[src/verilog/sqc_pkg.sv]
// constants, types and helpers of the square-wave and ram-clear control
package sqc_pkg;
    localparam int ADDR_W = 7;
    localparam int DATA_W = 8;
    // register map, bank 0 and bank 1
    localparam logic [6:0] REG_A_ADDR = 7'h0a;
    localparam logic [6:0] REG_B_ADDR = 7'h0b;
    localparam logic [6:0] REG_C_ADDR = 7'h0c;
    localparam logic [6:0] REG_D_ADDR = 7'h0d;
    localparam int TIME_REGS = 10;
    localparam logic [6:0] RAM_FIRST = 7'h0e;
    localparam int RAM_BYTES = 114;
    localparam logic [6:0] EXT_WINDOW = 7'h40;
    localparam logic [6:0] EXT_FIRST = 7'h48;
    localparam int EXT_REGS = 4;
    localparam logic [6:0] EXT_CTRL_ADDR = 7'h4b;
    // field positions
    localparam int A_RATE_LSB = 0;
    localparam int A_BANK_BIT = 4;
    localparam int A_OSC_EN_BIT = 5;
    localparam int A_CHAIN_RST_BIT = 6;
    localparam int A_BUSY_BIT = 7;
    localparam int B_SQW_EN_BIT = 3;
    localparam int X_FORCE_32K_ENABLE_BIT = 6;
    localparam int X_ABE_BIT = 7;
    // reset and fixed read values
    localparam logic [7:0] REG_A_RST = 8'h00;
    localparam logic [7:0] REG_B_RST = 8'h00;
    localparam logic [7:0] EXT_CTRL_RST = 8'h00;
    localparam logic [7:0] REG_C_VALUE = 8'h00;
    localparam logic [7:0] REG_D_VALUE = 8'h80;
    localparam logic [7:0] RAM_CLEAR_VALUE = 8'hff;
    // divider chain
    localparam int DIV_STAGES = 15;
    localparam int FIRST_TAP = 1;
    localparam int LAST_TAP = 13;
    // timing
    localparam int SYS_CLK_PERIOD_NS = 25;
    localparam int REC_TIME_NS = 20000;
    localparam int REC_CYCLES =
        (REC_TIME_NS + SYS_CLK_PERIOD_NS - 1) / SYS_CLK_PERIOD_NS;
    localparam int REC_CNT_W = 12;

    typedef struct packed {
        logic [ADDR_W-1:0] addr;
        logic [DATA_W-1:0] wrData;
        logic wr;
        logic rd;
    } sqc_bus_req_t;

    typedef struct packed {
        logic vccAboveTrip;
        logic auxPresent;
    } sqc_supply_t;

    typedef enum logic [1:0] {
        GATE_CLOSED,
        GATE_RECOVER,
        GATE_OPEN
    } sqc_gate_t;

    // divider tap for a rate code; code 0 selects no tap
    function automatic logic [3:0] rate_tap(input logic [3:0] rs);
        logic [3:0] tap;
        tap = 4'h0;
        case (rs)
            4'h0: tap = 4'h0;
            4'h1: tap = 4'h6;
            4'h2: tap = 4'h7;
            default: tap = rs - 4'h2;
        endcase
        return tap;
    endfunction
endpackage

[src/verilog/sqc_core.sv]
// square-wave output, user ram clear and supply-gated register access
//
// Operation
// - ram clear input low sets all 114 user ram bytes to ff
// - ram clear leaves clock, control registers and extended area untouched
// - ram clear works whatever supply powers the part
// - primary supply rising above trip sets oscillator enable and force-32k
// - output drives a square wave when square-wave enable or force-32k set
// - force-32k set gives 32k output whatever the rate select says
// - force-32k clear makes output follow the rate select in register a
// - output source is one of 13 taps of a 15-stage divider
// - below trip, 32k kept when force-32k, aux enable set and aux present
// - output disabled and supply below trip puts the pin in high impedance
// - square-wave enable in register b, force-32k in extended register 4bh
// - below trip all writes ignored and reads get no answer
// - oscillator runs or stops by an enable bit in register a
// - 14 bytes of clock and control registers plus 114 bytes user ram
// - after supply rise access waits recovery time if chain is running
//
// The register offsets and the strobed register port were chosen for this implementation.
`timescale 1ns/1ps
module sqc_core (
    input wire logic sys_clk,
    input wire logic rst,
    input wire sqc_pkg::sqc_bus_req_t busReq,
    output logic [sqc_pkg::DATA_W-1:0] rdData,
    input wire sqc_pkg::sqc_supply_t supply,
    input wire logic userRamClearN,
    input wire logic crystalIn,
    output logic squareWaveOut,
    output logic squareWaveOeN,
    output logic accessOpen
);
    import sqc_pkg::*;

    logic [7:0] regA_reg;
    logic [7:0] regB_reg;
    logic [7:0] timeRegs_reg [TIME_REGS];
    logic [7:0] extRegs_reg [EXT_REGS];
    logic [7:0] userRam_reg [RAM_BYTES];
    logic vccPrev_reg;
    logic crySync1_reg;
    logic crySync2_reg;
    logic cryPrev_reg;
    logic [DIV_STAGES-1:0] div_reg;
    logic [DIV_STAGES-1:0] divNext;
    sqc_gate_t gate_reg;
    sqc_gate_t gate_next;
    logic [REC_CNT_W-1:0] recCnt_reg;
    logic [7:0] rdMux;
    logic powerRise;
    logic busOk;
    logic wrOk;
    logic bankSel;
    logic ramHit;
    logic extHit;
    logic [6:0] ramIdx;
    logic [6:0] extIdx;
    logic oscOn;
    logic chainRst;
    logic oscTick;
    logic cryEdge;
    logic force32k;
    logic sqwEnable;
    logic auxKeep;
    logic outDrive;
    logic [3:0] tapIdx;
    logic tapValid;
    logic tapEdge;
    logic tapLevel;

    // decode of control bits and address windows
    assign oscOn = regA_reg[A_OSC_EN_BIT];
    assign chainRst = regA_reg[A_CHAIN_RST_BIT];
    assign bankSel = regA_reg[A_BANK_BIT];
    assign force32k = extRegs_reg[EXT_REGS-1][X_FORCE_32K_ENABLE_BIT];
    assign sqwEnable = regB_reg[B_SQW_EN_BIT];
    assign powerRise = supply.vccAboveTrip & ~vccPrev_reg;
    assign busOk = accessOpen & supply.vccAboveTrip;
    assign wrOk = busOk & busReq.wr;
    assign ramHit = (busReq.addr >= RAM_FIRST) &
        (~bankSel | (busReq.addr < EXT_WINDOW));
    assign extHit = bankSel & (busReq.addr >= EXT_FIRST) &
        (busReq.addr <= EXT_CTRL_ADDR);
    assign ramIdx = busReq.addr - RAM_FIRST;
    assign extIdx = busReq.addr - EXT_FIRST;

    // primary supply level one cycle back, for the rising edge
    always_ff @(posedge sys_clk) begin
        if (rst) begin
            vccPrev_reg <= 1'b0;
        end else begin
            vccPrev_reg <= supply.vccAboveTrip;
        end
    end

    // register a: rate, bank, oscillator enable, chain reset
    always_ff @(posedge sys_clk) begin
        if (rst) begin
            regA_reg <= REG_A_RST;
        end else if (powerRise) begin
            regA_reg[A_OSC_EN_BIT] <= 1'b1;
        end else if (wrOk && busReq.addr == REG_A_ADDR) begin
            regA_reg <= busReq.wrData;
            regA_reg[A_BUSY_BIT] <= 1'b0; // read-only bit
        end
    end

    // register b: holds the square-wave enable
    always_ff @(posedge sys_clk) begin
        if (rst) begin
            regB_reg <= REG_B_RST;
        end else if (wrOk && busReq.addr == REG_B_ADDR) begin
            regB_reg <= busReq.wrData;
        end
    end

    // time and alarm bytes; the ram clear never reaches them
    always_ff @(posedge sys_clk) begin
        if (wrOk && busReq.addr < REG_A_ADDR) begin
            timeRegs_reg[busReq.addr[3:0]] <= busReq.wrData;
        end
    end

    // bank 1 extended registers, last one carries force-32k and aux enable
    always_ff @(posedge sys_clk) begin
        if (rst) begin
            extRegs_reg[EXT_REGS-1] <= EXT_CTRL_RST;
        end else if (powerRise) begin
            extRegs_reg[EXT_REGS-1][X_FORCE_32K_ENABLE_BIT] <= 1'b1;
        end else if (wrOk && extHit) begin
            extRegs_reg[extIdx[1:0]] <= busReq.wrData;
        end
    end

    // user ram: one byte per entry, clear has priority and ignores supply
    genvar gi;
    generate
        for (gi = 0; gi < RAM_BYTES; gi++) begin : g_ram
            always_ff @(posedge sys_clk) begin
                if (!userRamClearN) begin
                    userRam_reg[gi] <= RAM_CLEAR_VALUE;
                end else if (wrOk && ramHit && ramIdx == 7'(gi)) begin
                    userRam_reg[gi] <= busReq.wrData;
                end
            end
        end
    endgenerate

    // read multiplexer
    always_comb begin
        rdMux = 8'h00;
        if (ramHit) begin
            rdMux = userRam_reg[ramIdx];
        end else if (extHit) begin
            rdMux = extRegs_reg[extIdx[1:0]];
        end else if (busReq.addr < REG_A_ADDR) begin
            rdMux = timeRegs_reg[busReq.addr[3:0]];
        end else if (busReq.addr == REG_A_ADDR) begin
            rdMux = regA_reg;
        end else if (busReq.addr == REG_B_ADDR) begin
            rdMux = regB_reg;
        end else if (busReq.addr == REG_C_ADDR) begin
            rdMux = REG_C_VALUE;
        end else if (busReq.addr == REG_D_ADDR) begin
            rdMux = REG_D_VALUE;
        end
    end

    // read data stands one cycle after the strobe, zero otherwise
    always_ff @(posedge sys_clk) begin
        if (rst) begin
            rdData <= 8'h00;
        end else if (busReq.rd && busOk) begin
            rdData <= rdMux;
        end else begin
            rdData <= 8'h00; // no answer while gated
        end
    end

    // access gate: closed below trip, recovery wait after the rise while the chain runs
    always_comb begin
        gate_next = gate_reg;
        case (gate_reg)
            GATE_CLOSED: begin
                if (powerRise && oscOn && !chainRst) begin
                    gate_next = GATE_RECOVER;
                end else if (powerRise) begin
                    gate_next = GATE_OPEN;
                end
            end
            GATE_RECOVER: begin
                if (!supply.vccAboveTrip) begin
                    gate_next = GATE_CLOSED;
                end else if (recCnt_reg == REC_CNT_W'(REC_CYCLES - 1)) begin
                    gate_next = GATE_OPEN;
                end
            end
            GATE_OPEN: begin
                if (!supply.vccAboveTrip) begin
                    gate_next = GATE_CLOSED;
                end
            end
            default: gate_next = GATE_CLOSED;
        endcase
    end

    // gate state, recovery count and the open flag
    always_ff @(posedge sys_clk) begin
        if (rst) begin
            gate_reg <= GATE_CLOSED;
            recCnt_reg <= '0;
            accessOpen <= 1'b0;
        end else begin
            gate_reg <= gate_next;
            accessOpen <= (gate_next == GATE_OPEN);
            if (gate_reg == GATE_RECOVER) begin
                recCnt_reg <= recCnt_reg + 1'b1;
            end else begin
                recCnt_reg <= '0;
            end
        end
    end

    // oscillator input synchroniser and edge memory
    always_ff @(posedge sys_clk) begin
        if (rst) begin
            crySync1_reg <= 1'b0;
            crySync2_reg <= 1'b0;
            cryPrev_reg <= 1'b0;
        end else begin
            crySync1_reg <= crystalIn;
            crySync2_reg <= crySync1_reg;
            cryPrev_reg <= crySync2_reg;
        end
    end

    assign cryEdge = oscOn & (crySync2_reg ^ cryPrev_reg);
    assign oscTick = oscOn & crySync2_reg & ~cryPrev_reg;
    assign divNext = div_reg + 1'b1;

    // 15-stage divider chain, held at zero while in reset
    always_ff @(posedge sys_clk) begin
        if (rst || chainRst) begin
            div_reg <= '0;
        end else if (oscTick) begin
            div_reg <= divNext;
        end
    end

    // tap selection from the rate code
    assign tapIdx = rate_tap(regA_reg[A_RATE_LSB +: 4]);
    assign tapValid = (tapIdx >= 4'(FIRST_TAP)) && (tapIdx <= 4'(LAST_TAP));
    assign tapLevel = divNext[tapIdx];
    assign tapEdge = oscTick & ~chainRst & (divNext[tapIdx] ^ div_reg[tapIdx]);
    assign auxKeep = force32k & extRegs_reg[EXT_REGS-1][X_ABE_BIT] &
        supply.auxPresent;
    assign outDrive = supply.vccAboveTrip ? (force32k | sqwEnable) : auxKeep;

    // output level: moves on edges of the chosen source, held low while not driven
    always_ff @(posedge sys_clk) begin
        if (rst || !outDrive) begin
            squareWaveOut <= 1'b0;
        end else if (force32k) begin
            if (cryEdge) begin
                squareWaveOut <= crySync2_reg;
            end
        end else if (tapEdge) begin
            squareWaveOut <= tapValid & tapLevel;
        end
    end

    // pin enable, low while driving
    always_ff @(posedge sys_clk) begin
        if (rst) begin
            squareWaveOeN <= 1'b1;
        end else begin
            squareWaveOeN <= ~(supply.vccAboveTrip | auxKeep);
        end
    end

    a_ram_clear_all: assert property (@(posedge sys_clk)
        disable iff (rst) !userRamClearN |=> userRam_reg[0] == 8'hff &&
        userRam_reg[RAM_BYTES-1] == 8'hff)
        else $error("ram clear missed a byte");
    a_clear_spares_ctrl: assert property (@(posedge sys_clk)
        disable iff (rst) !userRamClearN && !busReq.wr && !powerRise |=>
        $stable(regA_reg) && $stable(regB_reg) &&
        $stable(extRegs_reg[EXT_REGS-1]))
        else $error("ram clear touched control registers");
    a_clear_on_backup: assert property (@(posedge sys_clk)
        disable iff (rst) !userRamClearN && !supply.vccAboveTrip |=>
        userRam_reg[RAM_BYTES/2] == 8'hff)
        else $error("ram clear ignored on backup supply");
    a_rise_sets_bits: assert property (@(posedge sys_clk)
        disable iff (rst) powerRise |=> oscOn && force32k)
        else $error("supply rise did not set enables");
    a_pin_driven: assert property (@(posedge sys_clk)
        disable iff (rst) supply.vccAboveTrip && (sqwEnable || force32k)
        |=> !squareWaveOeN)
        else $error("enabled output not driven");
    a_force_follows_osc: assert property (@(posedge sys_clk)
        disable iff (rst) force32k && cryEdge && outDrive |=>
        squareWaveOut == $past(crySync2_reg))
        else $error("forced output not following oscillator");
    a_tap_follows_rate: assert property (@(posedge sys_clk)
        disable iff (rst) !force32k && outDrive && tapEdge && tapValid |=>
        squareWaveOut == $past(tapLevel))
        else $error("output not following selected tap");
    a_no_glitch: assert property (@(posedge sys_clk)
        disable iff (rst) outDrive && !force32k && !tapEdge ##1 outDrive
        |-> $stable(squareWaveOut))
        else $error("output moved off a tap edge");
    a_aux_keeps_pin: assert property (@(posedge sys_clk)
        disable iff (rst) !supply.vccAboveTrip && auxKeep |=>
        !squareWaveOeN)
        else $error("aux-powered output not driven");
    a_hiz_below_trip: assert property (@(posedge sys_clk)
        disable iff (rst) !supply.vccAboveTrip && !auxKeep |=> squareWaveOeN)
        else $error("pin not released below trip");
    // a ram clear in the strobe cycle may move the ram legally, so skip it
    a_gated_write: assert property (@(posedge sys_clk)
        disable iff (rst) busReq.wr && !supply.vccAboveTrip && userRamClearN
        |=> $stable(regB_reg) && $stable(userRam_reg[0]))
        else $error("write taken below trip");
    a_gated_read: assert property (@(posedge sys_clk)
        disable iff (rst) busReq.rd && !accessOpen |=> rdData == 8'h00)
        else $error("read answered while gated");
    a_recovery_wait: assert property (@(posedge sys_clk)
        disable iff (rst) gate_reg == GATE_CLOSED && gate_next ==
        GATE_RECOVER |=> !accessOpen [*8])
        else $error("access opened before recovery time");

    c_ram_clear: cover property (@(posedge sys_clk) disable iff (rst)
        !userRamClearN ##1 userRamClearN);
    c_recovery_done: cover property (@(posedge sys_clk) disable iff (rst)
        gate_reg == GATE_RECOVER ##1 gate_reg == GATE_OPEN);
    c_aux_32k: cover property (@(posedge sys_clk) disable iff (rst)
        !supply.vccAboveTrip && auxKeep && cryEdge);
    c_tap_toggle: cover property (@(posedge sys_clk) disable iff (rst)
        !force32k && sqwEnable && tapEdge && tapValid);
endmodule

[config.mk]
export PLATFORM = sky130hd
export DESIGN_NAME = sqc_core
export DESIGN_NICKNAME = d
export VERILOG_FILES = /design/src/verilog/sqc_pkg.sv /design/src/verilog/sqc_core.sv
export SDC_FILE = /design/constraint.sdc
export NUM_CORES = 2
export LEC_CHECK = 0
export ABC_AREA = 1
export BUFFER_PORTS_ARGS = -buffer_cell sky130_fd_sc_hd__clkbuf_2
export CORE_UTILIZATION = 60
export CTS_BUF_LIST = sky130_fd_sc_hd__clkbuf_4 sky130_fd_sc_hd__clkbuf_8
export DETAILED_ROUTE_END_ITERATION = 6
export PLACE_DENSITY = 0.72
export SYNTH_ARGS = -nofsm -noshare
export SYNTH_HDL_FRONTEND = slang
export SYNTH_SLANG_ARGS = --single-unit
export TNS_END_PERCENT = 10
[constraint.sdc]
create_clock -name sys_clk -period 4.9 [get_ports sys_clk]
set_input_delay 1.47 -clock sys_clk [delete_from_list [all_inputs] [get_ports sys_clk]]
set_output_delay 1.47 -clock sys_clk [all_outputs]
set_load 0.01 [all_outputs]
---- After elaboration in Yosys (flattened, before gate mapping) ----
Memories as Yosys holds them, arrays and structs flattened.
Cells that the tools add are included.
word-level totals
  register bits ........................... 59
  memory bits (writable) .................. 1024
  memories ................................ 3
  logic and storage cells ................. 929
memories
  memory        words  width  rd ports  clocked after memory_dff  write ports  RTL line        source
  userRam_reg   114    8      1         0                         114          sqc_core.sv:40  logic [7:0] userRam_reg [RAM_BYTES];
  timeRegs_reg  10     8      1         0                         1            sqc_core.sv:38  logic [7:0] timeRegs_reg [TIME_REGS];
  extRegs_reg   4      8      2         0                         1            sqc_core.sv:39  logic [7:0] extRegs_reg [EXT_REGS];
operators by class
  reductions and logical operators ........ 137
  bitwise gates (word level) .............. 142
  add/sub/neg operators ................... 5
  multiplexer cells ....................... 496
  equality and inequality tests ........... 124
  order comparisons ....................... 8
operator list
  kind                                                                   number
  8-bit two-way mux                                                      122
  1-bit two-way mux                                                      362
  7-bit == test, second input constant                                   50
  7-bit by 6-bit == test with 1-bit output, second input constant        32
  1-bit logical AND                                                      123
  1-bit OR                                                               118
  7-bit by 5-bit == test with 1-bit output, second input constant        16
  7-bit by 4-bit == test with 1-bit output, second input constant        12
  7-bit by 3-bit == test with 1-bit output, second input constant        4
  15-bit by 1-bit adder with 15-bit output, second input constant        1
  1-bit bitwise AND                                                      14
  7-bit by 2-bit == test with 1-bit output, second input constant        2
  2-bit two-way mux                                                      7
  12-bit by 1-bit adder with 12-bit output, second input constant        1
  12-bit by 10-bit == test with 1-bit output, second input constant      1
  4-bit one-hot mux with 3 select lines                                  1
  1-bit binary-select mux with 4-bit select                              2
  1-bit inverter                                                         8
  8-bit OR reduction                                                     1
  7-bit by 1-bit == test with 1-bit output, second input constant        1
  7-bit by 4-bit >= comparator with 1-bit output, second input constant  1
  7-bit >= comparator, second input constant                             1
  7-bit less-or-equal comparator, second input constant                  1
  7-bit zero test                                                        1
  other kinds (23)                                                       30

---- Longest topological paths before layout ----
  depth after elaboration ................. 10
  gate-level depth with buffers ........... 17
  gate-level depth less buffers ........... 17

---- Least setup slack after synthesis ----
No wires, ideal clock.
  path kind ............................... input to register
  start ................................... in busReq[11] (netlist bit)
  end ..................................... mem userRam_reg[12][0] (enable)
  stages on the path ...................... 12
  library setup time ...................... 0.384 ns
  data arrival time ....................... 3.577 ns
  buffers on the path ..................... 1
  required time ........................... 4.516 ns
  setup slack ............................. 0.939 ns
  cells stage by stage .................... ha_1 nand2_1 inv_2 nor2_2 xor2_2 inv_2 nor2_4 inv_2 nor2_4 inv_2 buf_4 o21ai_0
RTL lines
  item             RTL line        source
  start, declared  sqc_core.sv:25  input wire sqc_pkg::sqc_bus_req_t busReq,
  end, declared    sqc_core.sv:40

---- Worst setup path in the final report ----
  start ................................... in busReq[11] (netlist bit)
  end ..................................... reg rdData[0] (netlist bit)
on the way
  cells in the longest elaborated chain, start to end .. 7
  elaborated cells on any way between the ends .. 23
  classes of those cells .................. 2 x add/sub; 5 x order compare; 3 x eq/ne; 6 x mux; 4 x bitwise; 3 x memory
ends and longest elaborated chain
  item                                                             RTL line         source
  branches (longest 6 deep; another with memory read 114 x 8 bit)  --
  8-bit two-way mux (*)                                            sqc_core.sv:153  if (ramHit) begin
  end signal, assigned                                             sqc_core.sv:175  rdData <= rdMux;
  end, declared                                                    sqc_core.sv:26   output logic [sqc_pkg::DATA_W-1:0] rdData,
Mark *: on every way between the ends.
A chain may end at the register's enable or synchronous reset.

==> metrics <==
status finished clean; Max Slew Vio Count 0; clock share of power around two fifths; die span in x between 200 and 300 um; core area 78900 um2; hold slack between 0.4 and 0.5 ns; ys async rst share 0%; Psw between 4 and 5 mW; largest net degree at the start of global routing approximately 130; most frequent cell after synthesis nand2_1; cell area after synthesis 47700 um2; switch share ~25%; CP Launch Point busReq[11]; cell accounting for the most synthesized area edfxtp_1; share of Yosys cell area claimed by the top area cell type around 64%; # DRC 0; top_reg_cell synth edfxtp_1; CTS root buffer clkbuf_8; initial drt markers between 4000 and 5000; Mapped Cells between 4000 and 5000; placed cells roughly 5200; number of setup buffers added after CTS 0; number of global-route vias before repair roughly 33000; nets@finish 4385; final hold viol count 0; Synth area leaders edfxtp_1, nand2_1, a22oi_1; via count roughly 35000; cell-internal power 14.6 mW; CTS tree built; Starting Density 60.5%; reg2reg setup slack between 1.5 and 2 ns; Largest register FFs a little over 900; worst min path class flop to flop; Area after DPL around 50000 um2; Clock Latency Late Sink roughly 0.8 ns; routed vias/inst ~6.2; Req. time, crit path 5.59 ns; HPWL Detailed approximately 83000 um; Hold-fix buffers, CTS 0; multi-input logic area roughly 14000 um2; Finished Core Util about two thirds; first-pass GRT wire length 197000 um; initial antenna violation count 2; fin worst setup slack a little under 1 ns; number of synthesized flops with an enable pin between 1000 and 1500; post-synthesis sequential area ratio around 67%; worst slack, placed ~0.38 ns; final clock skew about 0.026 ns; Crit path largest cell delay roughly 0.63 ns; commonest cells in the netlist nand2_1, edfxtp_1, a22oi_1; reg2reg start accessOpen; H-tree level count 4; post-synthesis register bit count between 1000 and 1500; WL per Instance 23.8 um; Port-buffer cells 33; Setup Total Neg Slack 0 ns; Finished Layout Cells approximately 5500; Layout area overhead 11.9%; Logic pwr share about 9%; Num CTS Buffers 171; final wirelength about 130000 um; period utilisation layout around four fifths; Tot GR Track Use between 30 and 40%; Resize count post-CTS 0; CTS Sinks roughly 1100; Max Cap Viol 0; placer congestion estimate around 1; clock transition at the registers of the reported paths around 0.060 ns; Design Power about 19 mW; P_leak 15.8 nW; layout cells sized above 1 16.3%; CTS max path bufs 3; slowest CP cell o21ai_0; crit path max fanout 30; crit start category primary input; Layout fillers between 5000 and 6000; power per cell area between 300 and 400 nW/um2; worst-margin pin slew between 1 and 1.5 ns; fmax between 200 and 300 MHz; Final ANT Viol Nets 0; WP data arrival approximately 4.6 ns; crit path cell chain clkbuf_2 -> nand2_1 -> inv_8 -> buf_12 -> buf_4 -> a22oi_1 -> a21oi_1 -> or2_2 -> o21ai_0 -> nand4_1 -> nand2_1 -> a21oi_1; sequential power share between 50% and 60%; Ys Warns 0; syn_nets 4250; FP Rows ~100; CP Buf/Inv Count 4; Yosys cell types 47; final setup fails 0; num ports 34; Top Family by Delay on Critical Path simple AND/OR/NAND/NOR gates; Peak VDD IR around 0.20 mV; hold path start crySync1_reg; design area about 53000 um2; WS Path Type primary input to flop; RSZ-0062 raised after global routing false; Die ar. 80600 um2; Slew Limit Headroom between 20 and 25%; CP Capture Type flop; Remaining Overflow, GRT 0; FF+latch area around 32000 um2; synthesized area per cell 11.3 um2; router iterations before antenna repair 7; Die H ~280 um; Min Clock Period, post-route about 4 ns
==> metal layers <==
metal  vias to the layer above  track usage (%)  share of wire [%]
met3                       297             7.23                 11
li1                      15400                -                  -
met1                     16700             44.4                 38
met4                         2             13.6                4.0
met2                      2103             51.2                 47
met5                         -                0              0.020
==> kinds of logic after synthesis <==
kind of cell,after synthesis,share of synthesized area (%)
AOI/OAI and AO/OA,918,12.5
xor gates and xnor gates,10,0.254
buffers and inverters,438,3.66
DFF,1083,66.9
adders and majority gates,6,0.157
and+or+nand+nor,1766,16.5
==> worst reg2reg max path, stage by stage, from the launching register on <==
cell and delay (ns):
dfxtp_1 0.33, nand2_1 0.06, inv_1 0.13, nand2_1 0.22
nor2_2 0.22, inv_2 0.09, nor2_1 0.14, inv_2 0.08
nor2_1 0.33, inv_1 0.43, nor3_2 0.55, nand2_1 0.11
==> path summary, 6_finish.rpt <==
| path | end | cells after the start |
|---|---|---|
| min | crySync2_reg | 2 |
| max reg2reg | userRam_reg[5][4] | 11 |
| max | rdData[0] | 12 |
| min reg2reg | crySync2_reg | 2 |
==> cell usage in the layout, fill, tap and decap left out, drive strengths merged, types with 6 or more instances in the layout <==
master / count
inv: 149
nand2: 1319
buf: 225
or2: 62
dfxtp: 59
o21ai: 167
a22oi: 485
nand4: 21
nor3: 111
edfxtp: 1024
a21oi: 216
xor2: 9
nor2: 194
o31ai: 14
o211ai: 14
ha: 6
nand3: 53
clkinvlp: 6
clkbuf: 262
clkinv: 55
==> layout make-up <==
type | count | area share [%]
clock buffers | 230 | 5.31
well taps | 1050 | 2.46
diodes | 1 | 0.00469
inverters | 143 | 1.07
flip-flops and latches | 1083 | 59.8
clock inverters | 72 | 0.916
multi-input cells | 2700 | 26.4
repair buffers | 257 | 4.07
==> power by group through the flow <==
stage | Sequential (mW) | Combinational (mW) | Clock, mW
after CTS | 10.2 | 1.69 | 7.59
after global routing | 10.2 | 1.83 | 7.97
after floorplan | 10.4 | 0.968 | 0
after global placement | 10.4 | 1.67 | 0
after detailed placement | 10.4 | 1.68 | 0
final | 10.2 | 1.74 | 7.55
(Power assumes the default switching activity.)
